`src/include/rcfc_defines.svh`:
```
/*
 * Register indices, field positions, reset values and widths of the reference
 * frequency-source configuration bank.
 * Assumes inclusion by bare name from the package and the design modules.
 */
`ifndef RCFC_DEFINES_SVH
`define RCFC_DEFINES_SVH

// printed offsets are indices: byte address is index times four
`define RCFC_IDX_MODE_SEL 8'h65
`define RCFC_IDX_RATE_LO 8'h67
`define RCFC_IDX_RATE_HI 8'h68
`define RCFC_IDX_CYC_LO 8'h69
`define RCFC_IDX_CYC_HI 8'h6a
`define RCFC_IDX_WIN_LO_L 8'h6b
`define RCFC_IDX_WIN_LO_H 8'h6c
`define RCFC_IDX_WIN_HI_L 8'h6d
`define RCFC_IDX_WIN_HI_H 8'h6e
`define RCFC_IDX_STATUS 8'h7f

`define RCFC_RST_BYTE 8'h00
`define RCFC_RST_WORD 32'h0000_0000

`define RCFC_SEL_W 2
`define RCFC_RATE_W 14
`define RCFC_RATE_HI_W 6
`define RCFC_WIN_W 16
`define RCFC_RATE_UNIT_KHZ 8

// status layout: profile A active per input, then reserved code seen per input
`define RCFC_STAT_USE_A_LSB 0
`define RCFC_STAT_RSVD_LSB 3

`define RCFC_IDX_LSB 2
`define RCFC_IDX_MSB 9
`define RCFC_HTRANS_NONSEQ 2'h2
`define RCFC_HRESP_OKAY 1'h0

`endif

```
`src/include/rcfc_pkg.sv`:
```
/*
 * Types of the reference frequency-source configuration bank.
 * Assumes rcfc_defines.svh on the include path.
 */
`include "rcfc_defines.svh"

package rcfc_pkg;

   typedef enum logic [1:0] {
      RCFC_SRC_AUTO = 2'h0,
      RCFC_SRC_PROFILE_A = 2'h1,
      RCFC_SRC_PROFILE_B = 2'h2,
      RCFC_SRC_RESERVED = 2'h3
   } rcfc_src_e_t;

   typedef struct packed {
      logic en;
      logic [7:0] idx;
      logic [7:0] data;
   } rcfc_wr_t;

   typedef struct packed {
      logic [`RCFC_RATE_W-1:0] rate;
      logic [7:0] cyc_lo;
      logic [7:0] cyc_hi;
      logic [`RCFC_WIN_W-1:0] win_lo;
      logic [`RCFC_WIN_W-1:0] win_hi;
   } rcfc_prof_a_t;

   typedef struct packed {
      rcfc_src_e_t src;
      logic use_a;
      logic rsvd;
      rcfc_prof_a_t prof;
   } rcfc_mon_cfg_t;

endpackage

```
`src/rtl/rcfc_ahb_slave.sv`:
```
/*
 * AHB-Lite slave front end: catches address phases, presents the write in its
 * data phase and the read index in its address phase.
 * Assumes one clock, zero wait states and word-aligned single transfers.
 */
`include "rcfc_defines.svh"
module rcfc_ahb_slave
   import rcfc_pkg::*;
(
   input wire logic hclk,
   input wire logic hresetn,
   input wire logic hsel,
   input wire logic [31:0] haddr,
   input wire logic [1:0] htrans,
   input wire logic hwrite,
   input wire logic hready,
   input wire logic [31:0] hwdata,
   output rcfc_wr_t wr,
   output logic rd_en,
   output logic [7:0] rd_idx
);

   logic addr_ok;
   logic take;
   logic wr_pend_q;
   logic [7:0] wr_idx_q;

   // bits above the index window make the address unmapped
   assign addr_ok = (haddr[31:`RCFC_IDX_MSB+1] == '0);
   assign take = hsel && hready && (htrans == `RCFC_HTRANS_NONSEQ);
   assign rd_en = take && !hwrite && addr_ok;
   assign rd_idx = haddr[`RCFC_IDX_MSB:`RCFC_IDX_LSB];

   always_ff @(posedge hclk or negedge hresetn) begin
      if (!hresetn) begin
         wr_pend_q <= 1'b0;
         wr_idx_q <= `RCFC_RST_BYTE;
      end else begin
         wr_pend_q <= take && hwrite && addr_ok;
         wr_idx_q <= haddr[`RCFC_IDX_MSB:`RCFC_IDX_LSB];
      end
   end

   assign wr.en = wr_pend_q;
   assign wr.idx = wr_idx_q;
   assign wr.data = hwdata[7:0];

endmodule

```
`src/rtl/rcfc_ref_select.sv`:
```
/*
 * Per-input decode of the frequency-source selectors and routing of the
 * profile A settings to the reference monitors. Purely combinational.
 * Assumes the selector byte and profile settings are the next values of the bank registers.
 */
`include "rcfc_defines.svh"
module rcfc_ref_select
   import rcfc_pkg::*;
#(
   parameter int NUM_INPUTS = 3
)
(
   input wire logic [7:0] mode_sel,
   input wire rcfc_prof_a_t prof_a,
   output rcfc_mon_cfg_t [NUM_INPUTS-1:0] mon_cfg
);

   genvar gi;
   generate
      for (gi = 0; gi < NUM_INPUTS; gi++) begin : g_in
         logic [`RCFC_SEL_W-1:0] code;
         logic is_a;
         assign code = mode_sel[gi*`RCFC_SEL_W +: `RCFC_SEL_W];
         assign is_a = (code == RCFC_SRC_PROFILE_A);
         assign mon_cfg[gi].src = rcfc_src_e_t'(code);
         assign mon_cfg[gi].use_a = is_a;
         assign mon_cfg[gi].rsvd = (code == RCFC_SRC_RESERVED);
         // other sources see zeros so a stale profile cannot leak in
         assign mon_cfg[gi].prof = is_a ? prof_a : '0;
      end
   endgenerate

endmodule

```
`src/rtl/rcfc_top.sv`:
```
/*
 * Reference frequency-source configuration bank: source selectors for three
 * reference inputs and the custom profile A frequency and monitor limits,
 * reached over AHB-Lite and fed to the reference monitoring logic.
 * Assumes a single hclk domain, the only slave on its bus, word transfers.
 */
// The AHB-Lite slave port was decided locally.
// Summary of operation
// - two-bit source select per input: auto, A, B
// - profile A rate: 14 bits, 8 kHz units
// - rate bits 13:8 from second byte
// - hold 8-bit single-cycle lower bound
// - hold 8-bit single-cycle upper bound
// - window lower bound low byte
// - window lower bound high byte
// - window upper bound low byte
// - window upper bound high byte
`include "rcfc_defines.svh"
module rcfc_top
   import rcfc_pkg::*;
#(
   parameter int NUM_INPUTS = 3
)
(
   input wire logic hclk,
   input wire logic hresetn,
   input wire logic hsel,
   input wire logic [31:0] haddr,
   input wire logic [1:0] htrans,
   input wire logic hwrite,
   input wire logic [2:0] hsize,
   input wire logic hready,
   input wire logic [31:0] hwdata,
   output logic [31:0] hrdata,
   output logic hreadyout,
   output logic hresp,
   output rcfc_mon_cfg_t [NUM_INPUTS-1:0] mon_cfg
);

   rcfc_wr_t wr;
   logic rd_en;
   logic [7:0] rd_idx;

   // bus front end: zero wait states, a write lands one cycle after its address
   rcfc_ahb_slave u_bus (
      .hclk(hclk),
      .hresetn(hresetn),
      .hsel(hsel),
      .haddr(haddr),
      .htrans(htrans),
      .hwrite(hwrite),
      .hready(hready),
      .hwdata(hwdata),
      .wr(wr),
      .rd_en(rd_en),
      .rd_idx(rd_idx)
   );

   // write strobes per register
   // status and unmapped indices match no strobe, so writes there are dropped
   logic we_mode;
   logic we_rate_lo;
   logic we_rate_hi;
   logic we_cyc_lo;
   logic we_cyc_hi;
   logic we_win_lo_l;
   logic we_win_lo_h;
   logic we_win_hi_l;
   logic we_win_hi_h;

   assign we_mode = wr.en && (wr.idx == `RCFC_IDX_MODE_SEL);
   assign we_rate_lo = wr.en && (wr.idx == `RCFC_IDX_RATE_LO);
   assign we_rate_hi = wr.en && (wr.idx == `RCFC_IDX_RATE_HI);
   assign we_cyc_lo = wr.en && (wr.idx == `RCFC_IDX_CYC_LO);
   assign we_cyc_hi = wr.en && (wr.idx == `RCFC_IDX_CYC_HI);
   assign we_win_lo_l = wr.en && (wr.idx == `RCFC_IDX_WIN_LO_L);
   assign we_win_lo_h = wr.en && (wr.idx == `RCFC_IDX_WIN_LO_H);
   assign we_win_hi_l = wr.en && (wr.idx == `RCFC_IDX_WIN_HI_L);
   assign we_win_hi_h = wr.en && (wr.idx == `RCFC_IDX_WIN_HI_H);

   // register state and next values
   logic [7:0] mode_q;
   logic [7:0] mode_d;
   logic [7:0] rate_lo_q;
   logic [7:0] rate_lo_d;
   logic [`RCFC_RATE_HI_W-1:0] rate_hi_q;
   logic [`RCFC_RATE_HI_W-1:0] rate_hi_d;
   logic [7:0] cyc_lo_q;
   logic [7:0] cyc_lo_d;
   logic [7:0] cyc_hi_q;
   logic [7:0] cyc_hi_d;
   logic [7:0] win_lo_l_q;
   logic [7:0] win_lo_l_d;
   logic [7:0] win_lo_h_q;
   logic [7:0] win_lo_h_d;
   logic [7:0] win_hi_l_q;
   logic [7:0] win_hi_l_d;
   logic [7:0] win_hi_h_q;
   logic [7:0] win_hi_h_d;

   // selector bits 7:6 are stored as written; software keeps them at zero
   assign mode_d = we_mode ? wr.data : mode_q;
   assign rate_lo_d = we_rate_lo ? wr.data : rate_lo_q;
   // top two bits of the second rate byte are not stored and stay zero
   assign rate_hi_d = we_rate_hi ? wr.data[`RCFC_RATE_HI_W-1:0] : rate_hi_q;
   assign cyc_lo_d = we_cyc_lo ? wr.data : cyc_lo_q;
   assign cyc_hi_d = we_cyc_hi ? wr.data : cyc_hi_q;
   assign win_lo_l_d = we_win_lo_l ? wr.data : win_lo_l_q;
   assign win_lo_h_d = we_win_lo_h ? wr.data : win_lo_h_q;
   assign win_hi_l_d = we_win_hi_l ? wr.data : win_hi_l_q;
   assign win_hi_h_d = we_win_hi_h ? wr.data : win_hi_h_q;

   // selector byte: three two-bit codes, bits 7:6 kept as written
   always_ff @(posedge hclk or negedge hresetn) begin
      if (!hresetn) begin
         mode_q <= `RCFC_RST_BYTE;
      end else begin
         mode_q <= mode_d;
      end
   end

   always_ff @(posedge hclk or negedge hresetn) begin
      if (!hresetn) begin
         rate_lo_q <= `RCFC_RST_BYTE;
      end else begin
         rate_lo_q <= rate_lo_d;
      end
   end

   always_ff @(posedge hclk or negedge hresetn) begin
      if (!hresetn) begin
         rate_hi_q <= '0;
      end else begin
         rate_hi_q <= rate_hi_d;
      end
   end

   // single-cycle monitor limits
   always_ff @(posedge hclk or negedge hresetn) begin
      if (!hresetn) begin
         cyc_lo_q <= `RCFC_RST_BYTE;
      end else begin
         cyc_lo_q <= cyc_lo_d;
      end
   end

   always_ff @(posedge hclk or negedge hresetn) begin
      if (!hresetn) begin
         cyc_hi_q <= `RCFC_RST_BYTE;
      end else begin
         cyc_hi_q <= cyc_hi_d;
      end
   end

   // window limits: two bytes each, written independently, no atomic update
   always_ff @(posedge hclk or negedge hresetn) begin
      if (!hresetn) begin
         win_lo_l_q <= `RCFC_RST_BYTE;
      end else begin
         win_lo_l_q <= win_lo_l_d;
      end
   end

   always_ff @(posedge hclk or negedge hresetn) begin
      if (!hresetn) begin
         win_lo_h_q <= `RCFC_RST_BYTE;
      end else begin
         win_lo_h_q <= win_lo_h_d;
      end
   end

   always_ff @(posedge hclk or negedge hresetn) begin
      if (!hresetn) begin
         win_hi_l_q <= `RCFC_RST_BYTE;
      end else begin
         win_hi_l_q <= win_hi_l_d;
      end
   end

   always_ff @(posedge hclk or negedge hresetn) begin
      if (!hresetn) begin
         win_hi_h_q <= `RCFC_RST_BYTE;
      end else begin
         win_hi_h_q <= win_hi_h_d;
      end
   end

   // profile A assembled from the next values so outputs track writes at once
   rcfc_prof_a_t prof_a_d;
   assign prof_a_d.rate = {rate_hi_d, rate_lo_d};
   assign prof_a_d.cyc_lo = cyc_lo_d;
   assign prof_a_d.cyc_hi = cyc_hi_d;
   assign prof_a_d.win_lo = {win_lo_h_d, win_lo_l_d};
   assign prof_a_d.win_hi = {win_hi_h_d, win_hi_l_d};

   rcfc_mon_cfg_t [NUM_INPUTS-1:0] mon_cfg_d;

   // decode on next values so the monitor copy lands with the write
   rcfc_ref_select #(
      .NUM_INPUTS(NUM_INPUTS)
   ) u_sel (
      .mode_sel(mode_d),
      .prof_a(prof_a_d),
      .mon_cfg(mon_cfg_d)
   );

   // registered so every monitor input comes straight from a flop
   rcfc_mon_cfg_t [NUM_INPUTS-1:0] mon_cfg_q;

   always_ff @(posedge hclk or negedge hresetn) begin
      if (!hresetn) begin
         mon_cfg_q <= '0;
      end else begin
         mon_cfg_q <= mon_cfg_d;
      end
   end

   assign mon_cfg = mon_cfg_q;

   // status shows what the monitors are actually being fed
   logic [7:0] status_d;
   logic [NUM_INPUTS-1:0] use_a_vec;
   logic [NUM_INPUTS-1:0] rsvd_vec;

   // one bit per input keeps the status layout tied to NUM_INPUTS
   genvar gi;
   generate
      for (gi = 0; gi < NUM_INPUTS; gi++) begin : g_stat
         assign use_a_vec[gi] = mon_cfg_d[gi].use_a;
         assign rsvd_vec[gi] = mon_cfg_d[gi].rsvd;
      end
   endgenerate

   always_comb begin
      status_d = `RCFC_RST_BYTE;
      status_d[`RCFC_STAT_USE_A_LSB +: NUM_INPUTS] = use_a_vec;
      status_d[`RCFC_STAT_RSVD_LSB +: NUM_INPUTS] = rsvd_vec;
   end

   // read mux on next values: a read right behind a write sees the new data
   logic [7:0] rd_byte;

   always_comb begin
      case (rd_idx)
         `RCFC_IDX_MODE_SEL: rd_byte = mode_d;
         `RCFC_IDX_RATE_LO: rd_byte = rate_lo_d;
         `RCFC_IDX_RATE_HI: rd_byte = {2'h0, rate_hi_d};
         `RCFC_IDX_CYC_LO: rd_byte = cyc_lo_d;
         `RCFC_IDX_CYC_HI: rd_byte = cyc_hi_d;
         `RCFC_IDX_WIN_LO_L: rd_byte = win_lo_l_d;
         `RCFC_IDX_WIN_LO_H: rd_byte = win_lo_h_d;
         `RCFC_IDX_WIN_HI_L: rd_byte = win_hi_l_d;
         `RCFC_IDX_WIN_HI_H: rd_byte = win_hi_h_d;
         `RCFC_IDX_STATUS: rd_byte = status_d;
         default: rd_byte = `RCFC_RST_BYTE;
      endcase
   end

   // read data lands one cycle after its address phase, in the data phase
   logic [31:0] hrdata_q;
   logic [31:0] hrdata_d;

   // unmapped reads return zero; hsize is not checked, all transfers are words
   assign hrdata_d = rd_en ? {24'h00_0000, rd_byte} : `RCFC_RST_WORD;

   always_ff @(posedge hclk or negedge hresetn) begin
      if (!hresetn) begin
         hrdata_q <= `RCFC_RST_WORD;
      end else begin
         hrdata_q <= hrdata_d;
      end
   end

   logic hreadyout_q;
   logic hresp_q;

   // zero wait states: every transfer finishes in its first data cycle
   always_ff @(posedge hclk or negedge hresetn) begin
      if (!hresetn) begin
         hreadyout_q <= 1'b1;
      end else begin
         hreadyout_q <= 1'b1;
      end
   end

   // no access is ever refused, so the response stays okay
   always_ff @(posedge hclk or negedge hresetn) begin
      if (!hresetn) begin
         hresp_q <= `RCFC_HRESP_OKAY;
      end else begin
         hresp_q <= `RCFC_HRESP_OKAY;
      end
   end

   assign hrdata = hrdata_q;
   assign hreadyout = hreadyout_q;
   assign hresp = hresp_q;

endmodule

```
`config.mk`:
```
export PLATFORM = sky130hd
export DESIGN_NAME = rcfc_top
export DESIGN_NICKNAME = d
export VERILOG_FILES = /design/src/include/rcfc_pkg.sv /design/src/rtl/rcfc_ahb_slave.sv /design/src/rtl/rcfc_ref_select.sv /design/src/rtl/rcfc_top.sv
export VERILOG_INCLUDE_DIRS = /design/src /design/src/include
export SDC_FILE = /design/constraint.sdc
export NUM_CORES = 1
export LEC_CHECK = 0
export ABC_AREA = 1
export BUFFER_PORTS_ARGS = -buffer_cell sky130_fd_sc_hd__clkbuf_2
export CAP_MARGIN = 40
export CORE_UTILIZATION = 52
export CTS_CLUSTER_DIAMETER = 100
export DETAILED_ROUTE_END_ITERATION = 10
export HOLD_SLACK_MARGIN = 0.1
export PLACE_DENSITY = 0.8
export SLEW_MARGIN = 20
export SYNTH_ARGS = -nofsm -noshare
export SYNTH_HDL_FRONTEND = slang
export SYNTH_SLANG_ARGS = --single-unit
```
`constraint.sdc`:
```
create_clock -name hclk -period 1.65 [get_ports hclk]
set_input_delay 0.33 -clock hclk [delete_from_list [all_inputs] [get_ports hclk]]
set_output_delay 0.33 -clock hclk [all_outputs]
set_load 0.005 [all_outputs]
```
; ---- Word-level counts from Yosys, hierarchy flattened
; Cells that the tools add are included.
[word_totals]
register_bits = 285
inputBits = 74
elab_cells = 93
[classes]
eq_ne = 26
muxes = 14
n_reduce_logical = 17
[op_table]
columns = cell, n
row1 = $mux W62, 3
row2 = $eq A8 B7 Y1 const B, 19
row3 = $pmux W8 S10, 1
row4 = $mux W8, 9
row5 = $logic_not A22 Y1, 1
row6 = $logic_and A1 B1 Y1, 15
row7 = $eq A2 B2 Y1 const B, 4
row8 = $eq A2 B1 Y1 const B, 3
row9 = $mux W6, 1
row10 = $logic_not A1 Y1, 1

; ---- Depth between registers and ports, before layout
[logic_depth]
word_depth = 6
ltp_mapped = 13

; ---- Cells and area by module
; Synthesis repeated with hierarchy kept, for this count alone.
[unflattened]
hier_cells = 1175
area_unflattened_um2 = 11517.3
[by_module_without_submodules]
columns = mod, n_inst, cells_each, area_per_inst_um2, seq_area_each_um2
row1 = rcfc_top, 1, 831, 9730.6, 6906.6
row2 = rcfc_ref_select, 1, 290, 1320.0, 0.0
row3 = rcfc_ahb_slave, 1, 54, 466.7, 225.2

; ---- Worst setup path after synthesis
; OpenSTA, ideal clock, no wires.
[synth_path]
kind = register to register
from = register u_bus.wr_idx_q[1]
to = register hrdata_q[0] (netlist: hrdata[0])
t_arrival_ps = 1423
required_ps = 1537
slack_ps = 113
stages_incl_launch_ff = 11
synth_period_minus_slack_ps = 1537
cell_sequence = dfrtp_1 > nor2_4 > buf_4 > buf_2 > nand4_1 > nand3_1 > nand2_1 > nor2_1 > nand3_1 > nand2_1 > inv_1
[synth_between]
elab_chain_cells = 6
elab_cells_between_ends = 30
classes_between = eq/ne: 10 / mux: 11 / reduce/logical: 9
[synth_rtl]
columns = element, line
row1 = start: declaration, rcfc_ahb_slave.sv:26  ; logic [7:0] wr_idx_q;
row2 = start signal: assignment, rcfc_ahb_slave.sv:37  ; wr_idx_q <= `RCFC_RST_BYTE;
row3 = start signal: assignment, rcfc_ahb_slave.sv:40  ; wr_idx_q <= haddr[`RCFC_IDX_MSB:`RCFC_IDX_LSB];
row4 = $eq A8 B7 Y1 (no source line), -
row5 = $logic_and A1 B1 Y1, rcfc_top.sv:71  ; assign we_mode = wr.en && (wr.idx == `RCFC_IDX_MODE_SEL);
row6 = $mux W8, rcfc_top.sv:102  ; assign mode_d = we_mode ? wr.data : mode_q;
row7 = $eq A2 B1 Y1, rcfc_ref_select.sv:24  ; assign is_a = (code == RCFC_SRC_PROFILE_A);
row8 = $pmux W8 S10 (*), rcfc_top.sv:244  ; case (rd_idx)
row9 = $mux W8 (no source line) (*), -
row10 = named net hrdata_d[0], rcfc_top.sv:261  ; logic [31:0] hrdata_d;
row11 = end signal: assignment, rcfc_top.sv:268  ; hrdata_q <= `RCFC_RST_WORD;
row12 = end signal: assignment, rcfc_top.sv:270  ; hrdata_q <= hrdata_d;
row13 = end: declaration, rcfc_top.sv:260  ; logic [31:0] hrdata_q;
; The timed path passes the listed nets; every way through them passes the cells marked *.

; ---- Final worst setup path
[layout_path]
from = register u_bus.wr_idx_q[4]
to = register hrdata_q[4] (netlist: hrdata[4])
[layout_between]
elab_chain_cells = 6
elab_cells_between_ends = 30
classes_between = eq/ne: 10 / mux: 11 / reduce/logical: 9
[layout_rtl]
columns = element, line
row1 = $eq A8 B7 Y1 (no source line), -
row2 = $logic_and A1 B1 Y1, rcfc_top.sv:71
row3 = $mux W8, rcfc_top.sv:102
row4 = $eq A2 B2 Y1, rcfc_ref_select.sv:27  ; assign mon_cfg[gi].rsvd = (code == RCFC_SRC_RESERVED);
row5 = $pmux W8 S10 (*), rcfc_top.sv:244
row6 = $mux W8 (no source line) (*), -
row7 = named net hrdata_d[4], rcfc_top.sv:261
; Marks and branches as above.

==> key figures <==
STA
  • Fin. Hold Viols: 0
  • Worst Skew: 0.0202 ns
  • Slew Viols, Final: 0
  • Min cycle time layout: between 1.5 and 2 ns
  • Actual slew at the worst max-slew pin: between 0.5 and 0.6 ns
  • Peak Freq: ~510 MHz
  • Worst hold slack: 0.145 ns
  • Slew margin rel.: 0.664
  • Period utilization: 1.18
  • Final WS setup: -0.295 ns
  • Final setup violating endpoints: 230
  • Unrepaired setup endpoints after global routing: yes

Synth
  • Syn. warnings: 0
  • Ys flop type: dfrtp_1
  • Async set-reset flop share out of synthesis: 1.00
  • Post-synth EDFFs: 0
  • Sequential-to-total area share from yosys stat: 0.655
  • Syn Std Cell Area: 0.0107 mm^2
  • Mapped Cells: 1,115
  • Synth area leaders: dfrtp_1 65%, nor2_1 8.7%, nand2_1 7.1%
  • Syn Area/Cell: 9.56 um^2
  • Top cell type by total area after synthesis: dfrtp_1
  • Register bit total from synthesis: about 280
  • Yosys top cell area share: 0.655
  • Synth unique cells: 27

Pwr
  • Combinational Power Share: 0.034
  • Cell Pwr Density: 928 mW/mm^2
  • Sw frac: 0.214
  • Switch Pwr: about 0.003 W
  • P_int: between 0.01 and 0.015 W
  • Peak VDD IR: 953 uV
  • Clk pwr share: 0.477
  • Sequential power share: 0.489
  • Static Leak: 8.63 nW

Drt
  • Drt first-iter violations: 801
  • Pre-antenna DRT Iters: 6
  • Wirelength per Cell: 18.2 um
  • Final ANT Viol Nets: 0
  • Wirelength, routed: 33.2 mm
  • DRC: 0
  • Via count: 9,517
  • Vias/cell: 5.23

Die
  • Initial core utilization: 0.529
  • Core area: 0.0202 mm^2
  • FP Rows: 52
  • Die ar.: 0.0211 mm^2
  • Die W: 145 um
  • Die Y: 145 um
  • IO Count: roughly 310

Run status
  • Failing checks: setup timing
  • Status: finished, violations left

Worst setup path
  • Crit Path Max Fanout: 7
  • Kind of critical path: reg -> reg
  • Reg2reg path depth: 13
  • Critical path cell sequence: buf_4, nor2_4, nand2_2, nor2_4, buf_6, clkbuf_16, nand3_1, nand3_1, nand2_1, nor2_2, nand3_1, nand2_1, inv_1
  • Setup crit start kind: flip-flop
  • Max stage delay on crit path: 0.40 ns
  • CP most frequent cell: nand3_1
  • CP arrival: 2.39 ns
  • Crit. End Element: flip-flop
  • CP required: 2.10 ns
  • Slowest cell on the critical path: dfrtp_1

Finish
  • Share of layout cells above drive strength 1: 0.362
  • Area growth syn-to-layout: 41.8%
  • Final core occ: 0.750
  • Nets: 1,602
  • # fillers: 1,330
  • Antenna Cells: 0

Placement
  • RD Place Congestion: 0.953
  • HPWL Detailed: 20.1 mm
  • Port buffer count: 250

Job
  • Max Cap Viol: 0

Global route
  • Largest net degree at the start of global routing: slightly below 60
  • All-Layer GR Usage: 0.283
  • Global-route wire length before repair: 46.5 mm
  • Initial antenna violation count: 1
  • Vias in the first global route: 9,017
  • GR Overflow Total: 0

CTS
  • CTS tree: done
  • Longest Clk Path Bufs: 3
  • Clock sinks: around 280
  • CTS root buffer: clkbuf_16
  • Clk_lat worst skew: 0.55 ns
  • Clk pin slew, worst setup/hold paths: 0.07 ns
  • Total CTS buffers: 28
  • H-tree depth: 1

Min path
  • Worst hold path type: in -> reg
  • Worst hold stages: 3
-- through the flow --
step / TNS, ns / instances / total power [W] / area [um^2] / setup WS [ns]
2_1_floorplan: 0 / 1139 / 0.00713 / 10800 / 0.113
3_3_place_gp: -14.78 / 1726 / 0.00739 / 13100 / -0.163
3_5_place_dp: -22.82 / 1726 / 0.00740 / 13100 / -0.235
4_1_cts: -8.34 / 1798 / 0.0140 / 14500 / -0.115
5_1_grt: -46.12 / 1819 / 0.0144 / 15100 / -0.343
6_report: -30.93 / 1819 / 0.0140 / 15100 / -0.295
-- layer usage --
metal / track usage / share of wire / vias to the layer above
li1: - / - / 4178
met2: 0.481 / 0.50 / 562
met3: 0.0613 / 0.085 / 123
met1: 0.348 / 0.37 / 4652
met4: 0.130 / 0.046 / 2
met5: 0 / 0.00039 / -
-- state kept, by name, summed over array words and instances, names as in the netlist --
signal / cells
win_lo_l_q: 8
win_lo_h_q: 8
u_bus.wr_idx_q: 8
cyc_hi_q: 8
win_hi_l_q: 8
rate_hi_q: 6
hrdata: 8
u_bus.wr_pend_q: 1
win_hi_h_q: 8
rate_lo_q: 8
mon_cfg: 195
cyc_lo_q: 8
mode_q: 5
-- cell usage in the layout (no fill, tap or decap), types with 26 or more instances in the layout --
cell	count
conb_1	26
buf_4	120
dfrtp_1	279
nand3_1	68
clkbuf_2	249
clkbuf_16	40
nand2_1	184
nor2_2	37
nor2_1	208
nand4_1	37
inv_1	151
-- critical path: cells and delay by family, from the launching register on --
kind / cells / cell delay (ns)
and+or+nand+nor: 9 / 0.98
DFF: 1 / 0.40
buffers and inverters: 4 / 0.47
-- synthesized netlist by cell type, types with 4 or more instances --
| library cell | count |
|---|---|
| dfrtp_1 | 279 |
| nor2_1 | 246 |
| nand2_1 | 203 |
| inv_1 | 155 |
| nand3_1 | 80 |
| nand4_1 | 37 |
| buf_4 | 35 |
| buf_2 | 26 |
| o21ai_1 | 12 |
| nand2_2 | 5 |
| buf_6 | 4 |
| nand3_2 | 4 |
| nor2_4 | 4 |
-- layout make-up --
cell class / count / area, um^2 / share of cell area
timing repair buffer: 422 / 3110 / 0.206
sequential: 279 / 6980 / 0.462
clock inverter: 14 / 198 / 0.0131
clock buffer: 37 / 795 / 0.0526
tap: 270 / 338 / 0.0223
inverter: 158 / 599 / 0.0396
multi-input combinational: 639 / 3100 / 0.205
-- kinds of logic (layout without fill, tap and decap cells) --
family,count (synthesis),count (layout),share of synthesized area
simple gates,589,592,0.236
flops,279,279,0.655
buf+inv,224,631,0.0970
compound gates,21,21,0.0111
other cells,2,26,0.000704
-- final timing paths --
| kind | endpoint | slack, ns | start |
|---|---|---|---|
| setup / recovery | hrdata[4] | -0.29 | u_bus.wr_idx_q[4] |
| hold / removal | mode_q[5] | 0.15 | hwdata[5] |
| setup reg to reg | hrdata[4] | -0.29 | u_bus.wr_idx_q[4] |
| hold reg to reg | win_lo_h_q[6] | 0.51 | win_lo_h_q[6] |
| max in group asynchronous | mon_cfg[129] | 0.74 | hresetn |
| min in group asynchronous | mon_cfg[113] | 0.28 | hresetn |
-- power by group through the flow --
stage	combinational, W	sequential (W)	clock [W]
after floorplan	0.000149	0.00698	0
after global placement	0.000405	0.00698	0
after detailed placement	0.000414	0.00698	0
after CTS	0.000460	0.00686	0.00672
after global routing	0.000528	0.00686	0.00701
final	0.000484	0.00686	0.00669
-- repair_timing --
| action | in CTS | in global routing |
|---|---|---|
| hold buffers | 11 | 0 |
| pin swaps | 8 | 21 |
| cloned | 5 | 15 |
| resized for setup | 46 | 70 |
| endpoints found under the hold margin | 270 | 0 |
| setup buffers | 5 | 6 |
| setup endpoints to repair | 203 | 248 |
(Power assumes the default switching activity.)
